[src/hdl/anc_state_pkg.sv]
`default_nettype none
package anc_state_pkg;
	localparam int DATA_W = 64;
	localparam int ADDR_W = 5;
	localparam int SOFT_W = 17;
	localparam int FPSTATE_W = 3;

	// Ancillary register numbers
	localparam logic [ADDR_W-1:0] FP_REG_STATE_IDX = 5'h06;
	localparam logic [ADDR_W-1:0] MEDIA_AUX_STATUS_IDX = 5'h13;
	localparam logic [ADDR_W-1:0] PENDING_INT_SET_IDX = 5'h14;
	localparam logic [ADDR_W-1:0] PENDING_INT_CLEAR_IDX = 5'h15;
	localparam logic [ADDR_W-1:0] PENDING_SW_INT_IDX = 5'h16;

	// Field positions
	localparam int FPU_ENABLE_BIT = 2;
	localparam int UPPER_DIRTY_BIT = 1;
	localparam int LOWER_DIRTY_BIT = 0;
	localparam int TICK_MATCH_BIT = 16;
	localparam int LEVEL14_BIT = 14;

	// Reset values
	localparam logic [FPSTATE_W-1:0] FP_REG_STATE_RST = 3'h0;
	localparam logic [SOFT_W-1:0] PENDING_SW_INT_RST = 17'h00000;
	localparam logic [DATA_W-1:0] MEDIA_AUX_STATUS_RST = 64'h0000000000000000;

	typedef struct packed {
		logic rd;
		logic wr;
		logic priv;
		logic [ADDR_W-1:0] idx;
		logic [DATA_W-1:0] wdata;
	} anc_req_t;

	typedef struct packed {
		logic fp_op;
		logic wr_upper;
		logic wr_lower;
	} fp_op_t;

	typedef struct packed {
		logic valid;
		logic fpu_off_trap;
		logic priv_op_fault;
		logic [DATA_W-1:0] rdata;
	} anc_rsp_t;
endpackage
`default_nettype wire

[src/hdl/fp_state_and_soft_interrupt_regs.sv]
// Function
// - FP ops allowed only when fpu_enable_flag and global_fp_enable are both set.
// - Nonprivileged software reads and writes fp_reg_state without privilege trap.
// - upper_dirty set whenever an upper-half FP register is modified.
// - lower_dirty set whenever a lower-half FP register is modified.
// - Dirty bits cleared only by an explicit software write.
// - Dirty bits may be set pessimistically on any executing fp_operation.
// - fp_operation that raises fpu_off_trap leaves dirty bits unchanged.
// - media_aux_status is nonprivileged read/write and feeds media instructions.
// - media_aux_status access traps fpu_off_trap, unperformed, when FPU disabled.
// - Nonprivileged access to pending_sw_interrupts, or write to its ports, raises priv_op_fault.
// - level14 request when tick_match_flag or bit 14 is set.
// - tick_match_flag and bit 14 stored independently.
// - Set port ORs write data 16:0 into pending_sw_interrupts.
// - Clear port clears bits where write data 16:0 is one.
// - Set and clear ports ignore write data bits 63:17.
// - Set port privileged, write-only; nonprivileged write raises priv_op_fault.
// - Clear port privileged, write-only; nonprivileged write raises priv_op_fault.
// - tick_match_flag is bit 16, set by hardware on tick compare match.
`default_nettype none
module fp_state_and_soft_interrupt_regs
	import anc_state_pkg::*;
(
	input wire logic sys_clk,
	input wire logic arst_n,
	input wire anc_state_pkg::anc_req_t anc_req,
	input wire anc_state_pkg::fp_op_t fp_op,
	input wire logic global_fp_enable,
	input wire logic tick_match,
	output anc_state_pkg::anc_rsp_t anc_rsp,
	output logic fp_op_trap,
	output logic fpu_enabled,
	output logic [anc_state_pkg::DATA_W-1:0] media_status_out,
	output logic [anc_state_pkg::SOFT_W-1:0] pending_out,
	output logic level14_interrupt
);
	import anc_state_pkg::*;

	logic [FPSTATE_W-1:0] fpstate_ff;
	logic [DATA_W-1:0] media_ff;
	logic [SOFT_W-1:0] soft_ff;
	anc_rsp_t rsp_ff;
	logic fp_trap_ff;
	logic lvl14_ff;

	wire access = anc_req.rd | anc_req.wr;
	wire fpu_on = fpstate_ff[FPU_ENABLE_BIT] & global_fp_enable;
	wire sel_fpstate = anc_req.idx == FP_REG_STATE_IDX;
	wire sel_media = anc_req.idx == MEDIA_AUX_STATUS_IDX;
	wire sel_set = anc_req.idx == PENDING_INT_SET_IDX;
	wire sel_clr = anc_req.idx == PENDING_INT_CLEAR_IDX;
	wire sel_soft = anc_req.idx == PENDING_SW_INT_IDX;

	// Set/clear ports are write-only, so a read of them counts as unmapped
	wire soft_access = sel_soft | ((sel_set | sel_clr) & anc_req.wr);
	wire priv_fault = access & soft_access & ~anc_req.priv;
	wire media_trap = access & sel_media & ~fpu_on;
	wire soft_ok = anc_req.wr & anc_req.priv;

	wire wr_fpstate = anc_req.wr & sel_fpstate;
	wire wr_media = anc_req.wr & sel_media & fpu_on;
	wire wr_soft = soft_ok & sel_soft;
	wire wr_set = soft_ok & sel_set;
	wire wr_clr = soft_ok & sel_clr;

	// Only bits 16:0 of the port data are looked at
	wire [SOFT_W-1:0] port_bits = anc_req.wdata[SOFT_W-1:0];

	wire fp_trap = fp_op.fp_op & ~fpu_on;
	wire fp_ok = fp_op.fp_op & fpu_on;
	// Dirty set only on real F register writes; not pessimistic, which is allowed
	wire set_upper = fp_ok & fp_op.wr_upper;
	wire set_lower = fp_ok & fp_op.wr_lower;

	wire [FPSTATE_W-1:0] fpstate_sw = wr_fpstate ? anc_req.wdata[FPSTATE_W-1:0] : fpstate_ff;
	wire [FPSTATE_W-1:0] dirty_set = {1'b0, set_upper, set_lower};
	// A dirty event in the same cycle as a software write still lands
	wire [FPSTATE_W-1:0] nxt_fpstate = fpstate_sw | dirty_set;

	wire [DATA_W-1:0] nxt_media = wr_media ? anc_req.wdata : media_ff;

	wire [SOFT_W-1:0] soft_sw = wr_soft ? port_bits :
		wr_set ? (soft_ff | port_bits) :
		wr_clr ? (soft_ff & ~port_bits) :
		soft_ff;
	wire [SOFT_W-1:0] tick_set = {tick_match, {(SOFT_W-1){1'b0}}};
	// Per-bit update keeps bit 14 and tick flag independent; hardware set wins
	wire [SOFT_W-1:0] nxt_soft = soft_sw | tick_set;

	wire nxt_lvl14 = nxt_soft[TICK_MATCH_BIT] | nxt_soft[LEVEL14_BIT];

	wire [DATA_W-1:0] rd_val = sel_fpstate ? {{(DATA_W-FPSTATE_W){1'b0}}, fpstate_ff} :
		sel_media ? media_ff :
		sel_soft ? {{(DATA_W-SOFT_W){1'b0}}, soft_ff} :
		{DATA_W{1'b0}};

	anc_rsp_t nxt_rsp;
	assign nxt_rsp.valid = access;
	assign nxt_rsp.fpu_off_trap = media_trap;
	assign nxt_rsp.priv_op_fault = priv_fault;
	assign nxt_rsp.rdata = (anc_req.rd & ~media_trap & ~priv_fault) ? rd_val : {DATA_W{1'b0}};

	always_ff @(posedge sys_clk or negedge arst_n) begin
		if (!arst_n) begin
			fpstate_ff <= FP_REG_STATE_RST;
			media_ff <= MEDIA_AUX_STATUS_RST;
			soft_ff <= PENDING_SW_INT_RST;
			rsp_ff <= '0;
			fp_trap_ff <= 1'b0;
			lvl14_ff <= 1'b0;
		end else begin
			fpstate_ff <= nxt_fpstate;
			media_ff <= nxt_media;
			soft_ff <= nxt_soft;
			rsp_ff <= nxt_rsp;
			fp_trap_ff <= fp_trap;
			lvl14_ff <= nxt_lvl14;
		end
	end

	assign anc_rsp = rsp_ff;
	assign fp_op_trap = fp_trap_ff;
	assign fpu_enabled = fpstate_ff[FPU_ENABLE_BIT];
	assign media_status_out = media_ff;
	assign pending_out = soft_ff;
	assign level14_interrupt = lvl14_ff;
endmodule
`default_nettype wire

[config.mk]
export PLATFORM = sky130hd
export DESIGN_NAME = fp_state_and_soft_interrupt_regs
export DESIGN_NICKNAME = d
export VERILOG_FILES = /design/src/hdl/anc_state_pkg.sv /design/src/hdl/fp_state_and_soft_interrupt_regs.sv
export SDC_FILE = /design/constraint.sdc
export NUM_CORES = 1
export LEC_CHECK = 0
export BUFFER_PORTS_ARGS = -buffer_cell sky130_fd_sc_hd__buf_4
export CORE_MARGIN = 8
export CORE_UTILIZATION = 45
export CTS_CLUSTER_SIZE = 16
export DETAILED_ROUTE_END_ITERATION = 10
export GPL_ROUTABILITY_DRIVEN = 0
export PLACE_DENSITY = 0.75
export REMOVE_ABC_BUFFERS = 1
export SYNTH_ARGS = -nofsm -noshare
export SYNTH_HDL_FRONTEND = slang
export SYNTH_SLANG_ARGS = --single-unit
[constraint.sdc]
create_clock -name sys_clk -period 3.26 [get_ports sys_clk]
set_input_delay 0.326 -clock sys_clk [delete_from_list [all_inputs] [get_ports sys_clk]]
set_output_delay 0.326 -clock sys_clk [all_outputs]
set_load 0.03 [all_outputs]
==> results of run 1 <==
worst reg2reg max path, delay by kind of cell, from the launching register on:
family,cells,cell delay (ps)
simple gates,2,880
flops,1,400
mux,1,390
buf+inv,1,340
per-stage QoR:
step	util	setup WS (ps)
floorplan	-	229
global placement	0.607	798
detailed placement	0.607	755
CTS	0.656	1140
global route	0.656	1020
finish	0.656	1130
per-layer routing:
| metal | routed length (um) | share of wire | GRT usage | vias to the layer above |
|---|---|---|---|---|
| met1 | 5990 | 0.39 | 0.213 | 2044 |
| met5 | 0 | 0 | 0 | - |
| met4 | 354 | 0.023 | 0.0885 | 0 |
| met3 | 1430 | 0.093 | 0.0724 | 26 |
| li1 | - | - | - | 1879 |
| met2 | 7650 | 0.50 | 0.313 | 168 |
report_power, final:
part	switching, W	internal [W]	total (W)
Sequential	0.0000732	0.00199	0.00206
Clock	0.000705	0.00126	0.00196
Combinational	0.000316	0.000229	0.000545
registers in the layout, summed over array words and instances (netlist names):
register and cells:
fp_op_trap 1, media_status_out 64, fpstate_ff 3, anc_rsp 67
level14_interrupt 1, pending_out 17
final timing paths:
kind / from / endpoint / depth (start not counted)
setup / recovery: fpstate_ff[2] / media_status_out[28] / 4
hold / removal: anc_req[19] / media_status_out[19] / 2
setup reg to reg: fpstate_ff[2] / media_status_out[28] / 4
hold reg to reg: fpstate_ff[1] / fpstate_ff[1] / 2
max in group asynchronous: arst_n / anc_rsp[61] / 3
min in group asynchronous: arst_n / anc_rsp[13] / 2
placed cells by master (no fill, tap or decap), types with 4 or more instances in the layout:
| cell | n |
|---|---|
| buf_4 | 232 |
| dfrtp_1 | 153 |
| and2_1 | 48 |
| mux2_2 | 42 |
| mux2_1 | 23 |
| nor2_1 | 22 |
| clkbuf_16 | 17 |
| a22o_1 | 16 |
| o21ai_0 | 15 |
| a22oi_1 | 14 |
| nand2_1 | 6 |
| nand3_1 | 6 |
| clkinv_2 | 6 |
| nor4_1 | 4 |
| inv_1 | 4 |
final cells by class:
class                      instances  share of cell area
clock buffer                      23              0.0582
clock inverter                     9              0.0146
inverter                           4             0.00183
multi-input combinational        224               0.213
sequential                       153               0.467
tap                              172              0.0262
timing repair buffer             236               0.220
timing repair:
action	in CTS	in global routing
hold buffers	1	0
hold endpoints to repair	36	0
gates resized for setup	0	0
kinds of logic (layout without fill, tap and decap cells):
family	Yosys count	count (layout)	synth area share
AND/OR/NAND/NOR	105	105	0.107
buffers and inverters	24	272	0.0264
flip-flops	153	153	0.669
AO/OA/AOI/OAI	54	54	0.0699
multiplexers	65	65	0.128
==> impl_metrics.py, run 1 <==
metrics = {
    "detailed_routing": {
        "via_count": 4117,
        "via_per_inst": 5.01,
        "antenna_left": 0,
        "routed_wirelength_um": 15400,
        "firstDrtPassIters": 5,
        "drc_errors": 0,
        "wl_per_cell_um": 18.8,
        "drt-initial-drc-count": 225,
    },
    "worst_hold_path": {
        "min_path_type": "input pin to register",
    },
    "timing": {
        "max_slew_margin": 0.322,
        "fmax_ghz": 0.469,
        "period_needed_ps": 2130,
        "fin_tns_setup_ps": 0,
        "setup_violations": 0,
        "finalMaxSlewViolations": 0,
        "worst_slew_pin_slew_ps": 1020,
        "report.final.hold_viol_count": 0,
        "fin_crit_sh": 0.654,
        "worst_hold_slack_ps": 136,
        "skew_ps": 3.67,
        "rsz0062_at_grt": "no",
    },
    "outcome": {
        "status": "complete, no violations",
    },
    "clock_network": {
        "cts_tree": "yes",
        "htreeDepth": 4,
        "clock-root-buffer": "clkbuf_16",
        "insertion_delay_ps": 410,
        "cts_max_path_buffers": 2,
        "post_cts_buffers": 0,
        "path_clk_slew_ps": 60,
        "cts_buffers": 17,
        "cts_sinks": 153,
    },
    "floorplanning": {
        "core_um2": 12500,
        "die_area_um2": 16600,
        "start_util": 0.457,
        "fp-row-count": 41,
        "io_pins": 230,
        "fp.dieW_um": 129,
        "die_y_um": 129,
    },
    "setup_path": {
        "path_cells": "and2_1 -> and3_2 -> buf_12 -> mux2_2",
        "slowest_stage": "and3_2",
        "worstSetupPathType": "register to register",
        "critPathMaxFanout": 43,
        "r2r_slack_ps": 1130,
        "timing.critical_path.buf_inv": 1,
        "cp-end-kind": "register",
        "startpoint_type": "register",
        "slowest_delay_ps": 600,
        "arrival_ps": 2430,
        "cp.required_ps": 3550,
        "critical_path.top_delay_family": "simple AND/OR/NAND/NOR gates",
    },
    "grt": {
        "grt_pass1_vias": 4529,
        "grt_antenna_before_repair": 0,
        "grt_pass1_wl_um": 24300,
        "grt.total_usage": 0.189,
        "grt_max_degree": 118,
        "grt.overflow.total": 0,
    },
    "synthesis": {
        "yosysMostFrequentCell": "dfrtp_1",
        "ys_types": 37,
        "synth.area.top_cells": "dfrtp_1, mux2_2, and2_1",
        "synthesis.area_um2": 5730,
        "syn_avg_cell_area_um2": 14.3,
        "synthCells": 401,
        "yosys_warnings": 0,
        "async_flop_share": 1.00,
        "netlist_top_cells_count": "dfrtp_1, and2_1, mux2_2",
        "synth_flop_cell": "dfrtp_1",
        "yosysTopAreaCellShare": 0.669,
        "ys_ff_latch": 153,
        "synth_edf_count": 0,
        "netlist.top_cell.by_area": "dfrtp_1",
        "ys_seq_area_frac": 0.669,
    },
    "layout": {
        "seqCellArea_um2": 3830,
        "final_area_um2": 8210,
        "antenna_cells": 0,
        "num-nets-final": 715,
        "multiInputGateArea_um2": 1750,
        "fill_cells": 965,
        "layout-drive-gt1-share": 0.481,
        "area_delta_synth_final_pct": 43.3,
        "final_cells": 821,
    },
    "placed_design": {
        "dp_cells": 788,
        "port-buffer-count": 229,
        "hpwl_um": 11200,
        "placed_area_um2": 7600,
    },
    "job": {
        "max-cap-violations": 0,
    },
    "pwr": {
        "leakage_nw": 4.37,
        "ir_drop_uv": 301,
        "power_density_nw_per_um2": 557,
        "p_total_w": 0.00457,
    },
}
(Power assumes the default switching activity.)
==> inputs of run 2 (changes only) <==
--- a/config.mk
+++ b/config.mk
@@ -5,13 +5,14 @@
 export SDC_FILE = /design/constraint.sdc
 export NUM_CORES = 1
 export LEC_CHECK = 0
+export ABC_AREA = 1
 export BUFFER_PORTS_ARGS = -buffer_cell sky130_fd_sc_hd__buf_4
 export CORE_MARGIN = 8
 export CORE_UTILIZATION = 45
 export CTS_CLUSTER_SIZE = 16
 export DETAILED_ROUTE_END_ITERATION = 10
 export GPL_ROUTABILITY_DRIVEN = 0
-export PLACE_DENSITY = 0.75
+export PLACE_DENSITY = 0.73
 export REMOVE_ABC_BUFFERS = 1
 export SYNTH_ARGS = -nofsm -noshare
 export SYNTH_HDL_FRONTEND = slang
==> constraint.sdc (replaced) <==
create_clock -name sys_clk -period 1.99 [get_ports sys_clk]
set_input_delay 0.199 -clock sys_clk [delete_from_list [all_inputs] [get_ports sys_clk]]
set_output_delay 0.199 -clock sys_clk [all_outputs]
set_load 0.03 [all_outputs]
==> run 2 against run 1 <==
Critical path depth is 1 higher. Via count rose by 36%. Die area grew 10%. Final cell count grew 37%. Combinational power rose by 110%. Count of clock-buffer cells in the layout shrank 2. Wire length increased by 21%. Total power up 68%. Synthesized cell count rose by 77%. Register-to-register slack worse by 710 ps. Non-clock buffer count is 9 higher. Critical path type unchanged. Critical endpoint is now media_status_out[18]. Largest cell class unchanged. Highest routed layer unchanged.
==> impl_metrics.py, run 2 <==
metrics = {
    "job": {
        "max-cap-violations": 0,
    },
    "synthesis": {
        "ys_ff_latch": 153,
        "ys_seq_area_frac": 0.597,
        "yosysMostFrequentCell": "dfrtp_1",
        "async_flop_share": 1.00,
        "synthesis.area_um2": 6410,
        "synthCells": 710,
        "netlist_top_cells_count": "dfrtp_1, nand2_1, inv_1",
        "netlist.top_cell.by_area": "dfrtp_1",
        "ys_types": 24,
        "synth_edf_count": 0,
        "yosys_warnings": 0,
        "synth.area.top_cells": "dfrtp_1, nand2_1, nand4_1",
        "yosysTopAreaCellShare": 0.597,
        "synth_flop_cell": "dfrtp_1",
        "syn_avg_cell_area_um2": 9.03,
    },
    "setup_path": {
        "critPathMaxFanout": 128,
        "r2r_slack_ps": 420,
        "cp-end-kind": "register",
        "startpoint_type": "register",
        "r2r_start": "fpstate_ff[2]",
        "arrival_ps": 1840,
        "cp.required_ps": 2260,
        "slowest_delay_ps": 420,
        "worstSetupPathType": "register to register",
        "rr_endpoint": "media_status_out[18]",
        "slowest_stage": "dfrtp_1",
        "worstRegToRegCells": 5,
        "path_cells": "nand2_1 -> inv_1 -> nand4_1 -> buf_12 -> o21ai_0",
    },
    "detailed_routing": {
        "antenna_left": 0,
        "routed_wirelength_um": 18700,
        "wl_per_cell_um": 16.6,
        "firstDrtPassIters": 5,
        "drt-initial-drc-count": 400,
        "via_count": 5594,
        "via_per_inst": 4.97,
        "drc_errors": 0,
    },
    "floorplanning": {
        "die_y_um": 135,
        "core_um2": 13900,
        "start_util": 0.462,
        "fp-row-count": 43,
        "fp.dieW_um": 135,
        "io_pins": 230,
        "die_area_um2": 18300,
    },
    "layout": {
        "num-nets-final": 1012,
        "antenna_cells": 0,
        "layout-drive-gt1-share": 0.307,
        "fin_util": 0.639,
        "layout_commonest_cell": "buf_4",
        "largest_reg_flops": 67,
        "final_area_um2": 8870,
        "area_delta_synth_final_pct": 38.4,
        "layout_common_cells": "buf_4, dfrtp_1, nand2_1",
    },
    "grt": {
        "grt_antenna_before_repair": 0,
        "grt_pass1_wl_um": 29600,
        "grt.total_usage": 0.205,
        "grt_max_degree": 129,
        "grt_pass1_vias": 5565,
        "grt.overflow.total": 0,
    },
    "placed_design": {
        "dp_slack_ps": 270,
        "hpwl_um": 13000,
        "placed_area_um2": 8260,
        "port-buffer-count": 229,
    },
    "worst_hold_path": {
        "min_path_type": "input pin to register",
        "min_from": "anc_req[61]",
        "whs_path_depth": 3,
        "holdPathEnd": "media_status_out[61]",
    },
    "clock_network": {
        "cts_tree": "yes",
        "cts_sinks": 153,
        "htreeDepth": 4,
        "insertion_delay_ps": 420,
        "path_clk_slew_ps": 60,
        "clock-root-buffer": "clkbuf_16",
        "cts_max_path_buffers": 2,
        "post_cts_buffers": 0,
        "cts_buffers": 17,
    },
    "timing": {
        "max_slew_margin": 0.568,
        "fin_crit_sh": 0.789,
        "period_needed_ps": 1570,
        "skew_ps": 10.1,
        "worst_slew_pin_slew_ps": 646,
        "finalMaxSlewViolations": 0,
        "fmax_ghz": 0.637,
        "setup_violations": 0,
        "fin_ws_ps": 421,
        "rsz0062_at_grt": "no",
        "report.final.hold_viol_count": 0,
    },
    "pwr": {
        "ir_drop_uv": 583,
        "leakage_nw": 4.69,
        "power_density_nw_per_um2": 865,
    },
    "outcome": {
        "status": "complete, no violations",
    },
}
## run 2: cell types whose count changed after synthesis, moves of 14 or more
cell / before / now
o21ai_0: 15 / 58
inv_1: 4 / 95
nand2_1: 6 / 145
mux2_1: 23 / 0
nand4_1: 0 / 61
a22o_1: 16 / 0
and2_1: 48 / 0
mux2_2: 42 / 0
a22oi_1: 14 / 0
nand3_1: 6 / 31
nor2_1: 22 / 86
## run 2: worst max path at each step
stage                  startpoint                    to  cells after the start
finish              fpstate_ff[2]  media_status_out[18]                      5
global route        fpstate_ff[2]  media_status_out[27]                      5
CTS                 fpstate_ff[2]  media_status_out[18]                      5
detailed placement    anc_req[68]        pending_out[9]                      7
global placement      anc_req[68]            anc_rsp[0]                      9
floorplan           fpstate_ff[2]   media_status_out[0]                      4
## run 2: worst max-delay path: cells and delay by family, from the launching register on
| kind | cells | cell delay (ps) |
|---|---|---|
| simple gates | 2 | 250 |
| flops | 1 | 420 |
| compound gates | 1 | 180 |
| buf+inv | 2 | 470 |
## run 2: routing by layer
layer	GRT usage	vias to the layer above	share of wire
met2	0.325	219	0.48
met3	0.0742	19	0.086
li1	-	2710	-
met4	0.0642	0	0.013
met5	0	-	0
met1	0.255	2646	0.42
## run 2: cells by family after synthesis
| family | synth area share |
|---|---|
| DFF | 0.597 |
| and+or+nand+nor | 0.239 |
| buffers and inverters | 0.0957 |
| AOI/OAI and AO/OA | 0.0676 |
## run 2: repair_timing
action                                  4_1_cts  5_1_grt
hold buffers                                  3        0
resized for setup                             0        0
endpoints found under the hold margin        36        0
endpoints found under the setup margin        0        0
## run 2: area by class of cell
class / instances / area (um^2)
Multi-Input combinational cell: 420 / 1970
Timing Repair Buffer: 245 / 1910
Sequential cell: 153 / 3830
Tap cell: 180 / 225
Inverter: 96 / 360
Clock inverter: 11 / 95.1
Fill cell: 1200 / 5010
Clock buffer: 21 / 480
## run 2: per-stage QoR
stage | total power [W] | TNS [ps] | hold slack [ps] | instances
2_1_floorplan | 0.00401 | -126560 | -96.6 | 669
5_1_grt | 0.00801 | 0 | 16.2 | 1126
3_3_place_gp | 0.00459 | 0 | 120 | 1091
4_1_cts | 0.00774 | 0 | 4.58 | 1126
3_5_place_dp | 0.00461 | 0 | 118 | 1091
6_report | 0.00767 | 0 | 20.6 | 1126
## run 2: power by group
group / total [W] / switching (W) / internal, W
Clock: 0.00312 / 0.00127 / 0.00185
Sequential: 0.00341 / 0.000148 / 0.00327
Combinational: 0.00114 / 0.000715 / 0.000424
==> inputs of run 3 (changes only) <==
--- a/config.mk
+++ b/config.mk
@@ -12,7 +12,7 @@
 export CTS_CLUSTER_SIZE = 16
 export DETAILED_ROUTE_END_ITERATION = 10
 export GPL_ROUTABILITY_DRIVEN = 0
-export PLACE_DENSITY = 0.73
+export PLACE_DENSITY = 0.76
 export REMOVE_ABC_BUFFERS = 1
 export SYNTH_ARGS = -nofsm -noshare
 export SYNTH_HDL_FRONTEND = slang
==> constraint.sdc (replaced) <==
create_clock -name sys_clk -period 1.3 [get_ports sys_clk]
set_input_delay 0.13 -clock sys_clk [delete_from_list [all_inputs] [get_ports sys_clk]]
set_output_delay 0.13 -clock sys_clk [all_outputs]
set_load 0.03 [all_outputs]
==> run 3 against run 2 <==
The flow now finishes with violations (negative setup slack). Register-to-register slack got worse by 450 ps. Fmax increased by 18%. Non-clock buffer count is 93 higher. Critical path type unchanged. Critical endpoint is now media_status_out[58]. Largest power group unchanged.
==> impl_metrics.py, run 3 (synthesis gave the netlist of run 2 again) <==
metrics = {
    "outcome": {
        "violations": "negative setup slack",
        "status": "finished, violations left",
    },
    "timing": {
        "skew_ps": 7.49,
        "fin_ws_ps": -26.1,
        "fmax_ghz": 0.754,
        "max_slew_margin": 0.757,
        "rsz0062_at_grt": "yes",
        "worst_slew_pin_slew_ps": 365,
        "period_needed_ps": 1330,
        "fin_tns_setup_ps": -49.0,
        "worst_hold_slack_ps": 5.52,
        "fin_crit_sh": 1.02,
        "finalMaxSlewViolations": 0,
        "setup_violations": 3,
        "report.final.hold_viol_count": 0,
    },
    "floorplanning": {
        "fp-row-count": 43,
        "die_area_um2": 18300,
        "die_y_um": 135,
        "io_pins": 230,
        "fp.dieW_um": 135,
        "start_util": 0.462,
        "core_um2": 13900,
    },
    "detailed_routing": {
        "drc_errors": 0,
        "routed_wirelength_um": 21800,
        "drt-initial-drc-count": 438,
        "via_count": 6212,
        "antenna_left": 0,
        "via_per_inst": 5.09,
        "firstDrtPassIters": 5,
        "wl_per_cell_um": 17.8,
    },
    "grt": {
        "grt-busiest-layer": "met2",
        "use_met2": 0.358,
        "grt.overflow.total": 0,
        "grt_pass1_wl_um": 31700,
        "grt_max_degree": 62,
        "grt_antenna_before_repair": 1,
        "grt_use_met1": 0.269,
        "use_met3": 0.0623,
        "grt.total_usage": 0.218,
        "grt_pass1_vias": 6100,
    },
    "pwr": {
        "ir_drop_uv": 725,
        "power_density_nw_per_um2": 1210,
        "switching_power_w": 0.00344,
        "p_seq_frac": 0.429,
        "p_sw_frac": 0.282,
        "pwr-share-clk": 0.404,
        "pwr-share-comb": 0.167,
        "leakage_nw": 5.25,
        "p_int_w": 0.00876,
    },
    "setup_path": {
        "startpoint_type": "register",
        "crit_start": "fpstate_ff[2]",
        "cp.required_ps": 1630,
        "slowest_stage": "dfrtp_1",
        "r2r_start": "fpstate_ff[2]",
        "slowest_delay_ps": 360,
        "critical_path.top_delay_family": "buffers and inverters",
        "worstSetupPathType": "register to register",
        "critical_path_depth": 7,
        "critPathMaxFanout": 9,
        "worstRegToRegCells": 7,
        "timing.critical_path.buf_inv": 4,
        "crit_end": "media_status_out[58]",
        "arrival_ps": 1650,
        "path_cells": "nand2_2 -> inv_2 -> nand4_1 -> buf_6 -> buf_12 -> clkbuf_16 -> o21ai_0",
        "r2r_slack_ps": -30,
        "cp-end-kind": "register",
        "rr_endpoint": "media_status_out[58]",
    },
    "layout": {
        "num-nets-final": 1106,
        "area_delta_synth_final_pct": 56.9,
        "largest_reg_flops": 67,
        "seqCellArea_um2": 3830,
        "layout_common_cells": "buf_4, dfrtp_1, nand2_1",
        "layout_commonest_cell": "buf_4",
        "multiInputGateArea_um2": 2010,
        "fill_cells": 1019,
        "layout-drive-gt1-share": 0.326,
    },
    "placed_design": {
        "port-buffer-count": 229,
        "dp_slack_ps": -67.4,
        "hpwl_um": 13900,
    },
    "worst_hold_path": {
        "min_path_type": "input pin to register",
    },
    "clock_network": {
        "cts_buffers": 17,
        "cts_tree": "yes",
        "cts_max_path_buffers": 2,
        "cts_sinks": 153,
        "insertion_delay_ps": 410,
        "clock-root-buffer": "clkbuf_16",
        "htreeDepth": 4,
        "path_clk_slew_ps": 60,
    },
    "job": {
        "max-cap-violations": 0,
    },
}
-- run 3: worst min path at each step --
stage / startpoint / to / slack [ps] / cells past startpoint
after global routing: anc_req[18] / media_status_out[18] / 4 / 3
final: anc_req[17] / media_status_out[17] / 6 / 3
after detailed placement: arst_n / anc_rsp[40] / 50 / 1
after floorplan: arst_n / anc_rsp[0] / -170 / 0
after global placement: arst_n / anc_rsp[63] / 50 / 1
after CTS: anc_req[21] / media_status_out[21] / 0.3 / 3
-- run 3: layout make-up --
cell class,count,share of cell area
timing repair buffer,338,0.303
sequential,153,0.381
clock inverter,12,0.0142
inverter,96,0.0358
tap,180,0.0224
multi-input combinational,421,0.200
antenna,1,0.000249
clock buffer,20,0.0444
-- run 3: power by group through the flow --
stage	logic, W	registers, W	clock network, W
floorplan	0.000454	0.00569	0
global placement	0.00183	0.00530	0
detailed placement	0.00185	0.00530	0
CTS	0.00199	0.00522	0.00498
global route	0.00220	0.00526	0.00520
finish	0.00204	0.00523	0.00493
-- run 3: routing by layer --
layer,wire [um],vias to the layer above
met5,0,-
met2,10600,315
met3,2010,31
li1,-,2919
met4,444,0
met1,8790,2947
-- run 3: per-stage QoR --
step	std cells	power, W	cell area (um^2)	utilization
after CTS	1206	0.0122	9750	0.702
after detailed placement	1119	0.00715	8610	0.620
after global placement	1119	0.00712	8610	0.620
after floorplan	669	0.00614	6160	-
after global routing	1221	0.0127	10100	0.724
final	1221	0.0122	10100	0.724
-- run 3: what timing repair did --
action | CTS | global route
pin swaps | 1 | 2
endpoints found under the setup margin | 6 | 77
hold buffers | 54 | 3
cloned | 0 | 10
resized for setup | 1 | 50
buffers inserted | 1 | 2
hold endpoints to repair | 208 | 3
-- run 3: tightest hold or removal path, cell delays in order --
cell and delay [ps]:
buf_4 120, inv_1 60, o21ai_1 70
